`config.mk`:
```
export PLATFORM = sky130hd
export DESIGN_NAME = rbc_top
export DESIGN_NICKNAME = d
export VERILOG_FILES = /design/src/logic/rbc_pkg.sv /design/src/logic/rbc_phase.sv /design/src/logic/rbc_assembler.sv /design/src/logic/rbc_top.sv
export VERILOG_INCLUDE_DIRS = /design/src /design/src/logic
export SDC_FILE = /design/constraint.sdc
export NUM_CORES = 1
export LEC_CHECK = 0
export ABC_AREA = 1
export BUFFER_PORTS_ARGS = -buffer_cell sky130_fd_sc_hd__buf_2
export CAP_MARGIN = 20
export CORE_ASPECT_RATIO = 0.75
export CORE_MARGIN = 4
export CORE_UTILIZATION = 43
export CTS_CLUSTER_SIZE = 40
export DETAILED_ROUTE_END_ITERATION = 16
export PLACE_DENSITY = 0.76
export SLEW_MARGIN = 40
export SYNTH_ARGS = -nofsm -noshare
export SYNTH_HDL_FRONTEND = slang
export SYNTH_SLANG_ARGS = --single-unit
```
`constraint.sdc`:
```
create_clock -name clk -period 2.51 [get_ports clk]
set_input_delay 0.502 -clock clk [delete_from_list [all_inputs] [get_ports clk]]
set_output_delay 0.502 -clock clk [all_outputs]
set_load 0.03 [all_outputs]
```
`src/logic/rbc_cfg.svh`:
```
// Purpose: constants for the receive bit framing and collision status block
// Assumes: 8-bit registers on a plain strobe port
// Notes:   offsets are register addresses on the port
`ifndef RBC_CFG_SVH
`define RBC_CFG_SVH
`define RBC_ADDR_W        8
`define RBC_OFS_STATUS    8'h0b
`define RBC_OFS_BITCTRL   8'h0c
`define RBC_OFS_COLL      8'h0d
`define RBC_OFS_IRQ_STAT  8'h20
`define RBC_OFS_IRQ_MASK  8'h21
`define RBC_OFS_FAULTS    8'h22
`define RBC_BIT_KEEP      7
`define RBC_BIT_CLASH_INT 3
`define RBC_BIT_CLASH_DET 2
`define RBC_BIT_INTEG     0
`define RBC_COLL_MAX      7'h3f
`define RBC_BITCTRL_RST   8'h00
`define RBC_CODE_IDLE     3'h0
`define RBC_CODE_TXWAIT   3'h1
`define RBC_CODE_TX       3'h3
`define RBC_CODE_RXWAIT   3'h5
`define RBC_CODE_WAITDATA 3'h6
`define RBC_CODE_RX       3'h7
`define RBC_IRQ_W         3
`define RBC_IRQ_COLL      0
`define RBC_IRQ_INTEG     1
`define RBC_IRQ_RXDONE    2
`endif

```
`src/logic/rbc_pkg.sv`:
```
// Purpose: types for the receive bit framing and collision status block
// Assumes: constants live in rbc_cfg.svh
// Notes:   phase enum mirrors the transmit/receive sequencer
package rbc_pkg;
	typedef enum logic [2:0] {
		PH_IDLE, PH_TXWAIT, PH_TX, PH_RXWAIT, PH_WAITDATA, PH_RX
	} rbc_phase_t;
endpackage

```
`src/logic/rbc_phase.sv`:
```
// Purpose: transmit/receive phase tracker with coded output
// Assumes: sequencer events are one-cycle pulses on clk
// Notes:   code comes from a register
`timescale 1ns/1ps
`include "rbc_cfg.svh"
module rbc_phase (
	// Clock and reset
	input  wire logic       clk,
	input  wire logic       rst,
	// Sequencer events
	input  wire logic       tx_start,
	input  wire logic       tx_go,
	input  wire logic       tx_end,
	input  wire logic       rx_arm,
	input  wire logic       rx_sof,
	input  wire logic       rx_end,
	input  wire logic       abort,
	// Phase
	output rbc_pkg::rbc_phase_t phase,
	output logic [2:0]      txrx_phase_code
);
	typedef struct packed {
		rbc_pkg::rbc_phase_t ph;
		logic [2:0]          code;
	} rbc_ph_st_t;
	rbc_ph_st_t s_r, s_nxt;

	function automatic logic [2:0] code_of(rbc_pkg::rbc_phase_t p);
		case (p)
			rbc_pkg::PH_TXWAIT:   code_of = `RBC_CODE_TXWAIT;
			rbc_pkg::PH_TX:       code_of = `RBC_CODE_TX;
			rbc_pkg::PH_RXWAIT:   code_of = `RBC_CODE_RXWAIT;
			rbc_pkg::PH_WAITDATA: code_of = `RBC_CODE_WAITDATA;
			rbc_pkg::PH_RX:       code_of = `RBC_CODE_RX;
			default:              code_of = `RBC_CODE_IDLE;
		endcase
	endfunction

	always_comb begin
		s_nxt = s_r;
		case (s_r.ph)
			rbc_pkg::PH_IDLE: begin
				if (tx_start)
					s_nxt.ph = rbc_pkg::PH_TXWAIT;
				else if (rx_arm)
					s_nxt.ph = rbc_pkg::PH_WAITDATA;
			end
			rbc_pkg::PH_TXWAIT: begin
				if (tx_go)
					s_nxt.ph = rbc_pkg::PH_TX;
			end
			rbc_pkg::PH_TX: begin
				if (tx_end)
					s_nxt.ph = rbc_pkg::PH_RXWAIT;
			end
			rbc_pkg::PH_RXWAIT: begin
				if (rx_arm)
					s_nxt.ph = rbc_pkg::PH_WAITDATA;
			end
			rbc_pkg::PH_WAITDATA: begin
				if (rx_sof)
					s_nxt.ph = rbc_pkg::PH_RX;
			end
			rbc_pkg::PH_RX: begin
				if (rx_end)
					s_nxt.ph = rbc_pkg::PH_IDLE;
			end
			default: s_nxt.ph = rbc_pkg::PH_IDLE;
		endcase
		if (abort)
			s_nxt.ph = rbc_pkg::PH_IDLE;
		s_nxt.code = code_of(s_nxt.ph);
	end

	always_ff @(posedge clk or posedge rst) begin
		if (rst)
			s_r <= '{rbc_pkg::PH_IDLE, 3'h0};
		else
			s_r <= s_nxt;
	end

	assign phase           = s_r.ph;
	assign txrx_phase_code = s_r.code;

	code_unused_a: assert property (
		@(posedge clk) disable iff (rst)
		s_r.code != 3'h4 && s_r.code != 3'h2)
		else $error("phase code out of set");
endmodule

```
`src/logic/rbc_assembler.sv`:
```
// Purpose: places received bits into bytes at the aligned position
// Assumes: bit_valid pulses once per data bit during a frame
// Notes:   byte output registered; zero fill after a clash is upstream
`timescale 1ns/1ps
module rbc_assembler (
	// Clock and reset
	input  wire logic       clk,
	input  wire logic       rst,
	// Frame control
	input  wire logic       frame_start,
	input  wire logic [2:0] first_bit_position,
	// Bit stream
	input  wire logic       bit_valid,
	input  wire logic       bit_value,
	input  wire logic       frame_end,
	// Byte out
	output logic            byte_valid,
	output logic [7:0]      byte_data,
	output logic [2:0]      bit_ptr
);
	typedef struct packed {
		logic [7:0] acc;
		logic [2:0] ptr;
		logic       has;
		logic       bv;
		logic [7:0] bd;
	} rbc_asm_st_t;
	rbc_asm_st_t s_r, s_nxt;

	always_comb begin
		s_nxt    = s_r;
		s_nxt.bv = 1'b0;
		if (frame_start) begin
			s_nxt.ptr = first_bit_position;
			s_nxt.acc = 8'h00;
			s_nxt.has = 1'b0;
		end else if (bit_valid) begin
			s_nxt.acc[s_r.ptr] = bit_value;
			s_nxt.has = 1'b1;
			s_nxt.ptr = s_r.ptr + 3'h1;
			if (s_r.ptr == 3'h7) begin
				s_nxt.bv  = 1'b1;
				s_nxt.bd  = s_nxt.acc;
				s_nxt.acc = 8'h00;
				s_nxt.has = 1'b0;
			end
		end else if (frame_end && s_r.has) begin
			s_nxt.bv  = 1'b1;
			s_nxt.bd  = s_r.acc;
			s_nxt.acc = 8'h00;
			s_nxt.has = 1'b0;
		end
	end

	always_ff @(posedge clk or posedge rst) begin
		if (rst)
			s_r <= '0;
		else
			s_r <= s_nxt;
	end

	assign byte_valid = s_r.bv;
	assign byte_data  = s_r.bd;
	assign bit_ptr    = s_r.ptr;

	align_load_a: assert property (
		@(posedge clk) disable iff (rst)
		frame_start |=> s_r.ptr == $past(first_bit_position))
		else $error("first bit position not loaded");
endmodule

```
`src/logic/rbc_top.sv`:
```
// Purpose: receive bit framing, collision position and phase status
// Assumes: all inputs are synchronous to clk except the raw rf bit pins
// Notes:   one level interrupt from sticky, mask-gated event bits
// Behaviour
// - Phase code reads idle 0, txwait 1, tx 3, rxwait 5, wait 6, rx 7.
// - With keep bit clear, bits after a clash are stored as zero.
// - First bit lands at the alignment position; later bits follow on.
// - Alignment zero means byte-oriented, nonzero means bit-oriented.
// - With clash-as-integrity set, a clash also raises the integrity fault.
// - Final-byte valid bits field counts valid bits; zero means eight.
// - Decoder writes that field at bit-oriented end, clears it at start.
// - Position valid flag set only when the stored position is valid.
// - Seven-bit zero-based position of the first clash among data bits.
// - Positions only within the first eight bytes, 3Fh highest.
// - Nonzero alignment is added into the reported position.
// - A clash sets the clash detected flag and records its position.
//
// Chosen here: the plain strobed port.
`timescale 1ns/1ps
`include "rbc_cfg.svh"
module rbc_top (
	// Clock and reset
	input  wire logic       clk,
	input  wire logic       rst,
	// Register port
	input  wire logic [7:0] addr,
	input  wire logic [7:0] wdata,
	input  wire logic       wr,
	input  wire logic       rd,
	output logic [7:0]      rdata,
	// Sequencer events
	input  wire logic       tx_start,
	input  wire logic       tx_go,
	input  wire logic       tx_end,
	input  wire logic       rx_arm,
	input  wire logic       abort,
	// Receive decoder pins
	input  wire logic       rf_sof,
	input  wire logic       rf_bit_valid,
	input  wire logic       rf_bit_value,
	input  wire logic       rf_bit_clash,
	input  wire logic       rf_eof,
	// Outputs
	output logic            rx_byte_valid,
	output logic [7:0]      rx_byte_data,
	output logic            clash_detected_flag,
	output logic            integrity_fault_flag,
	output logic            irq
);
	typedef struct packed {
		logic [2:0]  sof_s;
		logic [2:0]  bv_s;
		logic [2:0]  val_s;
		logic [2:0]  cl_s;
		logic [2:0]  eof_s;
		logic        keep_bits_after_clash;
		logic [2:0]  first_bit_position;
		logic        clash_as_integrity_fault;
		logic [2:0]  final_byte_valid_bits;
		logic        clash_position_valid;
		logic [6:0]  clash_position;
		logic        clash_seen;
		logic [9:0]  bit_cnt;
		logic        clash_det;
		logic        integ;
		logic [`RBC_IRQ_W-1:0] ist;
		logic [`RBC_IRQ_W-1:0] imask;
		logic [7:0]  rdata;
		logic        irq;
	} rbc_st_t;
	rbc_st_t s_r, s_nxt;

	rbc_pkg::rbc_phase_t phase;
	logic [2:0]          txrx_phase_code;
	logic                asm_bv;
	logic [7:0]          asm_bd;
	logic [2:0]          asm_ptr;

	// Synchronised decoder strobes, bit [1] is the second stage
	logic sof_e;
	logic bit_e;
	logic eof_e;
	logic clash_e;
	logic stored_bit;
	logic bit_oriented;
	logic [9:0] pos_full;

	function automatic logic [9:0] clash_pos(logic [9:0] cnt,
		logic [2:0] align);
		clash_pos = cnt + {7'h00, align};
	endfunction

	assign sof_e   = s_r.sof_s[1] & ~s_r.sof_s[2];
	assign bit_e   = s_r.bv_s[1] & ~s_r.bv_s[2];
	assign eof_e   = s_r.eof_s[1] & ~s_r.eof_s[2];
	assign clash_e = bit_e & s_r.cl_s[1];
	assign bit_oriented = s_r.first_bit_position != 3'h0;
	assign stored_bit = (s_r.clash_seen | clash_e)
		& ~s_r.keep_bits_after_clash ? 1'b0 : s_r.val_s[1];
	assign pos_full = clash_pos(s_r.bit_cnt, s_r.first_bit_position);

	rbc_phase u_phase (
		.clk             (clk),
		.rst             (rst),
		.tx_start        (tx_start),
		.tx_go           (tx_go),
		.tx_end          (tx_end),
		.rx_arm          (rx_arm),
		.rx_sof          (sof_e),
		.rx_end          (eof_e),
		.abort           (abort),
		.phase           (phase),
		.txrx_phase_code (txrx_phase_code)
	);

	rbc_assembler u_asm (
		.clk                (clk),
		.rst                (rst),
		.frame_start        (sof_e),
		.first_bit_position (s_r.first_bit_position),
		.bit_valid          (bit_e),
		.bit_value          (stored_bit),
		.frame_end          (eof_e),
		.byte_valid         (asm_bv),
		.byte_data          (asm_bd),
		.bit_ptr            (asm_ptr)
	);

	always_comb begin
		s_nxt = s_r;
		s_nxt.sof_s = {s_r.sof_s[1:0], rf_sof};
		s_nxt.bv_s  = {s_r.bv_s[1:0], rf_bit_valid};
		s_nxt.val_s = {s_r.val_s[1:0], rf_bit_value};
		s_nxt.cl_s  = {s_r.cl_s[1:0], rf_bit_clash};
		s_nxt.eof_s = {s_r.eof_s[1:0], rf_eof};
		s_nxt.rdata = 8'h00;

		if (rx_arm) begin
			s_nxt.clash_det = 1'b0;
			s_nxt.integ     = 1'b0;
		end
		if (sof_e) begin
			s_nxt.final_byte_valid_bits = 3'h0;
			s_nxt.clash_seen           = 1'b0;
			s_nxt.clash_position_valid = 1'b0;
			s_nxt.clash_position       = 7'h00;
			s_nxt.bit_cnt              = 10'h000;
		end
		if (bit_e && phase == rbc_pkg::PH_RX) begin
			if (s_r.bit_cnt != 10'h3ff)
				s_nxt.bit_cnt = s_r.bit_cnt + 10'h001;
			if (clash_e && !s_r.clash_seen) begin
				s_nxt.clash_seen = 1'b1;
				s_nxt.clash_det  = 1'b1;
				if (s_r.clash_as_integrity_fault)
					s_nxt.integ = 1'b1;
				if (pos_full <= {3'h0, `RBC_COLL_MAX}) begin
					s_nxt.clash_position = pos_full[6:0];
					s_nxt.clash_position_valid = 1'b1;
				end
			end
		end
		if (eof_e && bit_oriented)
			s_nxt.final_byte_valid_bits = asm_ptr;

		// Register writes
		if (wr && addr == `RBC_OFS_BITCTRL) begin
			s_nxt.keep_bits_after_clash    = wdata[`RBC_BIT_KEEP];
			s_nxt.first_bit_position       = wdata[6:4];
			s_nxt.clash_as_integrity_fault = wdata[`RBC_BIT_CLASH_INT];
		end
		if (wr && addr == `RBC_OFS_IRQ_MASK)
			s_nxt.imask = wdata[`RBC_IRQ_W-1:0];

		// Sticky events: set wins over write-one-to-clear
		if (wr && addr == `RBC_OFS_IRQ_STAT)
			s_nxt.ist = s_r.ist & ~wdata[`RBC_IRQ_W-1:0];
		if (s_nxt.clash_det & ~s_r.clash_det)
			s_nxt.ist[`RBC_IRQ_COLL] = 1'b1;
		if (s_nxt.integ & ~s_r.integ)
			s_nxt.ist[`RBC_IRQ_INTEG] = 1'b1;
		if (eof_e)
			s_nxt.ist[`RBC_IRQ_RXDONE] = 1'b1;
		s_nxt.irq = |(s_nxt.ist & s_nxt.imask);

		if (rd) begin
			case (addr)
				`RBC_OFS_STATUS:
					s_nxt.rdata = {5'h00, txrx_phase_code};
				`RBC_OFS_BITCTRL:
					s_nxt.rdata = {s_r.keep_bits_after_clash,
						s_r.first_bit_position,
						s_r.clash_as_integrity_fault,
						s_r.final_byte_valid_bits};
				`RBC_OFS_COLL:
					s_nxt.rdata = {s_r.clash_position_valid,
						s_r.clash_position};
				`RBC_OFS_IRQ_STAT:
					s_nxt.rdata = {5'h00, s_r.ist};
				`RBC_OFS_IRQ_MASK:
					s_nxt.rdata = {5'h00, s_r.imask};
				`RBC_OFS_FAULTS:
					s_nxt.rdata = {5'h00, s_r.clash_det, 1'b0, s_r.integ};
				default:
					s_nxt.rdata = 8'h00;
			endcase
		end
	end

	always_ff @(posedge clk or posedge rst) begin
		if (rst)
			s_r <= '0;
		else
			s_r <= s_nxt;
	end

	assign rdata                = s_r.rdata;
	assign rx_byte_valid        = asm_bv;
	assign rx_byte_data         = asm_bd;
	assign clash_detected_flag  = s_r.clash_det;
	assign integrity_fault_flag = s_r.integ;
	assign irq                  = s_r.irq;

	// Register read path
	status_reserved_a: assert property (
		@(posedge clk) disable iff (rst)
		rd && addr == `RBC_OFS_STATUS |=> rdata[7:3] == 5'h00)
		else $error("reserved status bits not zero");
	phase_read_a: assert property (
		@(posedge clk) disable iff (rst)
		rd && addr == `RBC_OFS_STATUS
		|=> rdata[2:0] == $past(txrx_phase_code))
		else $error("phase code read wrong");
	coll_read_a: assert property (
		@(posedge clk) disable iff (rst)
		rd && addr == `RBC_OFS_COLL
		|=> rdata[7] == $past(s_r.clash_position_valid)
		&& rdata[6:0] == $past(s_r.clash_position))
		else $error("collision register read wrong");
	read_idle_a: assert property (
		@(posedge clk) disable iff (rst)
		!rd |=> rdata == 8'h00)
		else $error("read data not zero outside a read");

	// Collision capture and bit handling
	zero_fill_a: assert property (
		@(posedge clk) disable iff (rst)
		bit_e && s_r.clash_seen && !s_r.keep_bits_after_clash
		|-> !stored_bit)
		else $error("bit after clash not zeroed");
	clash_integ_a: assert property (
		@(posedge clk) disable iff (rst)
		bit_e && clash_e && !s_r.clash_seen && phase == rbc_pkg::PH_RX
		&& s_r.clash_as_integrity_fault |=> integrity_fault_flag)
		else $error("clash did not raise integrity fault");
	integ_quiet_a: assert property (
		@(posedge clk) disable iff (rst)
		!s_r.integ && !(clash_e && s_r.clash_as_integrity_fault)
		|=> !integrity_fault_flag)
		else $error("integrity fault without a clash");
	clash_flag_a: assert property (
		@(posedge clk) disable iff (rst)
		bit_e && clash_e && phase == rbc_pkg::PH_RX
		|=> clash_detected_flag)
		else $error("clash flag not set");
	pos_range_a: assert property (
		@(posedge clk) disable iff (rst)
		s_r.clash_position_valid |-> s_r.clash_position <= 7'h3f)
		else $error("clash position out of range");
	pos_value_a: assert property (
		@(posedge clk) disable iff (rst)
		bit_e && clash_e && !s_r.clash_seen && phase == rbc_pkg::PH_RX
		&& pos_full <= 10'h03f |=> s_r.clash_position_valid
		&& s_r.clash_position == $past(pos_full[6:0]))
		else $error("clash position wrong");
	pos_invalid_a: assert property (
		@(posedge clk) disable iff (rst)
		bit_e && clash_e && !s_r.clash_seen && phase == rbc_pkg::PH_RX
		&& pos_full > 10'h03f |=> !s_r.clash_position_valid)
		else $error("out of range position flagged valid");
	pos_first_a: assert property (
		@(posedge clk) disable iff (rst)
		s_r.clash_seen && !sof_e
		|=> $stable(s_r.clash_position)
		&& $stable(s_r.clash_position_valid))
		else $error("later clash overwrote the position");
	pos_clear_a: assert property (
		@(posedge clk) disable iff (rst)
		sof_e && !bit_e |=> !s_r.clash_position_valid)
		else $error("position valid not cleared at frame start");

	// Control and final bits
	lastbits_clr_a: assert property (
		@(posedge clk) disable iff (rst)
		sof_e |=> s_r.final_byte_valid_bits == 3'h0)
		else $error("final bits not cleared");
	lastbits_set_a: assert property (
		@(posedge clk) disable iff (rst)
		eof_e && bit_oriented && !sof_e
		|=> s_r.final_byte_valid_bits == $past(asm_ptr))
		else $error("final bits not written");
	lastbits_ro_a: assert property (
		@(posedge clk) disable iff (rst)
		!sof_e && !eof_e |=> $stable(s_r.final_byte_valid_bits))
		else $error("final bits changed outside frame edges");
	lastbits_byte_a: assert property (
		@(posedge clk) disable iff (rst)
		eof_e && !bit_oriented && !sof_e
		|=> $stable(s_r.final_byte_valid_bits))
		else $error("final bits written in byte mode");
	bitctrl_write_a: assert property (
		@(posedge clk) disable iff (rst)
		wr && addr == `RBC_OFS_BITCTRL
		|=> s_r.first_bit_position == $past(wdata[6:4])
		&& s_r.keep_bits_after_clash == $past(wdata[`RBC_BIT_KEEP])
		&& s_r.clash_as_integrity_fault == $past(wdata[`RBC_BIT_CLASH_INT]))
		else $error("control fields not written");

	// Interrupt status
	irq_level_a: assert property (
		@(posedge clk) disable iff (rst)
		irq == |(s_r.ist & s_r.imask))
		else $error("irq does not follow status and mask");
	irq_clash_a: assert property (
		@(posedge clk) disable iff (rst)
		$rose(clash_detected_flag) |-> s_r.ist[`RBC_IRQ_COLL])
		else $error("clash event not held in status");
	irq_done_a: assert property (
		@(posedge clk) disable iff (rst)
		eof_e |=> s_r.ist[`RBC_IRQ_RXDONE])
		else $error("receive done not held in status");
endmodule

```
==> results by group <==
Layout
  – Most common cell after layout, fill and taps aside: nand2_1
  – # fillers: roughly 950
  – Area of the multi-input gates: ~1900 um2
  – Ratio of cells with drive above 1 in the final layout: 0.153
  – Antenna Cells: 0
  – P&R area growth vs syn: 13.0%
  – Most frequent cells in the layout: nand2_1, dfrtp_1, inv_1, nand3_1, buf_2
  – Final nets: ~650
  – Register area: 2100 um2
  – Non-Filler Instances: 748

Floorplan
  – Die Ht: a little under 100 um
  – Initial Utilization: 0.451
  – IO Pins: 50
  – Die Area: roughly 12000 um2
  – Total core area: between 9000 and 10000 um2
  – Cell Rows: 31
  – Die width: 125 um

Clock network
  – Post-CTS Resized: 0
  – # hold bufs at CTS: 0
  – Clock latency on the worst-skew pair: 340 ps
  – Count of clock tree sinks: 84
  – Clock H-tree levels: 3
  – CTS tree: done
  – Clock transition at path regs: 60 ps
  – Clock buffer depth: 2
  – Post-CTS setup buffers: 0
  – Root buffer cell: clkbuf_16
  – TritonCTS Buffers: 9

Synthesis
  – Unique masters post-synth: 34
  – Avg Inst Size Synth: ~7.8 um2
  – Compound-Gate Fraction of Synth Area: 0.0820
  – Main combinational cell family by area after synthesis: simple AND/OR/NAND/NOR gates
  – Synth Area in Adders: 0.0214
  – Syn Std Cell Area: approximately 4400 um2
  – Yosys top cell area share: 0.473
  – Simple-Gate Fraction of Synth Area: 0.308
  – Synth Area in XOR/XNOR: 0.0118
  – Syn nets: about 610
  – Post-synthesis async set-or-reset flop share: 1.00
  – Yosys warns: 0
  – Synth area leaders: dfrtp_1, nand2_1, inv_1
  – Yosys reg bits: between 80 and 90
  – Cells after Synth: around 570
  – Area leader, netlist: dfrtp_1
  – Sequential share of the synthesized area: 0.473
  – Synth Flop Type: dfrtp_1
  – Mux share of post-synthesis cell area: 0
  – Post-synth EDFFs: 0

Run status
  – Outcome: completed

Critical path
  – Critical setup path kind: reg2reg
  – Critical Path End Type: register
  – WP data required: 2740 ps
  – CP startpoint kind: register
  – Crit Path Max Fanout: 8
  – Reg-to-Reg Start: s_r[17]$_DFF_PP0_
  – Worst Setup SP: s_r[17]$_DFF_PP0_
  – Crit path arrival time: between 2000 and 2500 ps

STA
  – Number of setup violations in the final report: 0
  – Rel. slew slack: 0.602
  – Final worst slack: roughly 450 ps
  – RSZ-0062 raised after global routing: no
  – Setup TNS: 0 ps
  – Fmax: roughly 490 MHz
  – Max-slew violation count: 0
  – Final Hold Fails: 0
  – Slew @ Worst Pin: between 500 and 600 ps
  – Crit share post-route: 0.821
  – Final Critical Period: about 2100 ps
  – Layout Skew: 5.19 ps

Placed design
  – GP Congestion: about 0.89
  – PortBufs: between 40 and 50
  – DP HPWL: between 7 and 8 mm
  – Cell Count Post-Placement: 732
  – Place WS: 494 ps

Pwr
  – PwrDens: 671 nW/um2
  – Leakage power: ~2.6 nW
  – Peak supply drop: 0.341 mV
  – Combinational share of power: 0.146
  – Sw power: a little over 900 uW
  – Sw frac: 0.277
  – Clock Power Share: 0.397
  – Int Power: between 2 and 2.5 mW
  – Sequential Power Share: 0.458

Hold path
  – Worst hold-check path type: in2reg
  – Hold_sp: rf_bit_value

Routing
  – Vias: around 3800
  – DR iter-0 viols: between 400 and 500
  – Post-Route WL: between 10 and 15 mm
  – DR vias/cell: roughly 5.1
  – Router iterations before antenna repair: 6
  – Wirelength per Cell: 13.6 um
  – Final ANT Viol Nets: 0
  – DRC Markers: 0

Global route
  – First-pass GRT wire length: 17.1 mm
  – GRT Resource Usage Total: 0.179
  – Number of global-route vias before repair: 3489
  – Largest net degree at the start of global routing: 85
  – Antenna violations before repair: 0
  – Total gr overflow: 0

Job
  – Number of max-cap violations: 0
## power groups by stage
stage / registers (mW) / clock network (mW) / logic [mW]
6_report: 1.54 / 1.34 / 0.490
5_1_grt: 1.56 / 1.42 / 0.550
4_1_cts: 1.54 / 1.37 / 0.494
3_5_place_dp: 1.56 / 0 / 0.491
3_3_place_gp: 1.56 / 0 / 0.476
2_1_floorplan: 1.54 / 0 / 0.409
## registers in the layout (all words and copies together) (netlist names)
| register | flops |
|---|---|
| s_r | 36 |
| u_asm.byte_valid | 1 |
| s_nxt | 10 |
| irq | 1 |
| clash_detected_flag | 1 |
| u_asm.bit_ptr | 3 |
| rdata | 8 |
| u_phase.phase | 3 |
| u_phase.txrx_phase_code | 3 |
| u_asm.s_r | 9 |
| integrity_fault_flag | 1 |
| u_asm.byte_data | 8 |
## cell type report
cell class / instances / area share
clock inverters: 4 / 0.00948
multi-input cells: 388 / 0.375
flip-flops and latches: 84 / 0.419
repair buffers: 50 / 0.0529
well taps: 132 / 0.0329
inverters: 78 / 0.0601
clock buffers: 12 / 0.0511
## metrics by stage
step,power [mW],cell area (um2),hold WS (ps),util
floorplan,1.95,4440,331,-
global placement,2.04,4710,333,0.478
detailed placement,2.06,4710,335,0.478
CTS,3.40,5020,258,0.509
global route,3.53,5020,254,0.509
finish,3.37,5020,267,0.509
## routing by layer
| layer | global-route usage | wire [um] |
|---|---|---|
| met4 | 0.0641 | 188 |
| met2 | 0.259 | 4330 |
| met1 | 0.259 | 4960 |
| met3 | 0.0466 | 695 |
| met5 | 0 | 0 |
## critical path: stages, from the launching register on
cell	delay, ps
dfrtp_1	430
ha_1	250
fa_1	430
nand2_1	90
nand2_1	60
nand2_1	60
nand2_1	40
nand2_1	70
nand2_1	50
nor2_1	120
nand3_2	170
nand2_1	120
nand2_1	50
## final timing paths
path / slack (ps) / cells after the start / to
setup reg to reg: 450 / 12 / s_r[30]$_DFF_PP0_
min in group asynchronous: 280 / 3 / u_asm.byte_data[0]$_DFFE_PP0P_
hold / removal: 270 / 1 / s_nxt[51]$_DFF_PP0_
max in group asynchronous: 1880 / 3 / s_r[19]$_DFF_PP0_
hold reg to reg: 350 / 0 / s_nxt[55]$_DFF_PP0_
setup / recovery: 450 / 12 / s_r[30]$_DFF_PP0_
## cell usage after synthesis (3+ instances only)
master,count
a21oi_1,31
buf_4,19
dfrtp_1,84
ha_1,6
inv_1,75
nand2_1,165
nand2_2,3
nand3_1,55
nand3_2,3
nand4_1,4
nor2_1,47
nor2_2,9
nor2_4,5
nor3_1,11
o21ai_0,22
o22ai_1,4
or2_2,3
xor2_1,6
## logic make-up (layout without fill, tap and decap cells)
family	Yosys count	count (layout)
flip-flops	84	84
adder cells (fa/ha/maj)	7	7
buffers and inverters	100	144
AND/OR/NAND/NOR	309	309
AO/OA/AOI/OAI	66	66
XOR/XNOR	6	6
Power figures use the tool's default switching activity.
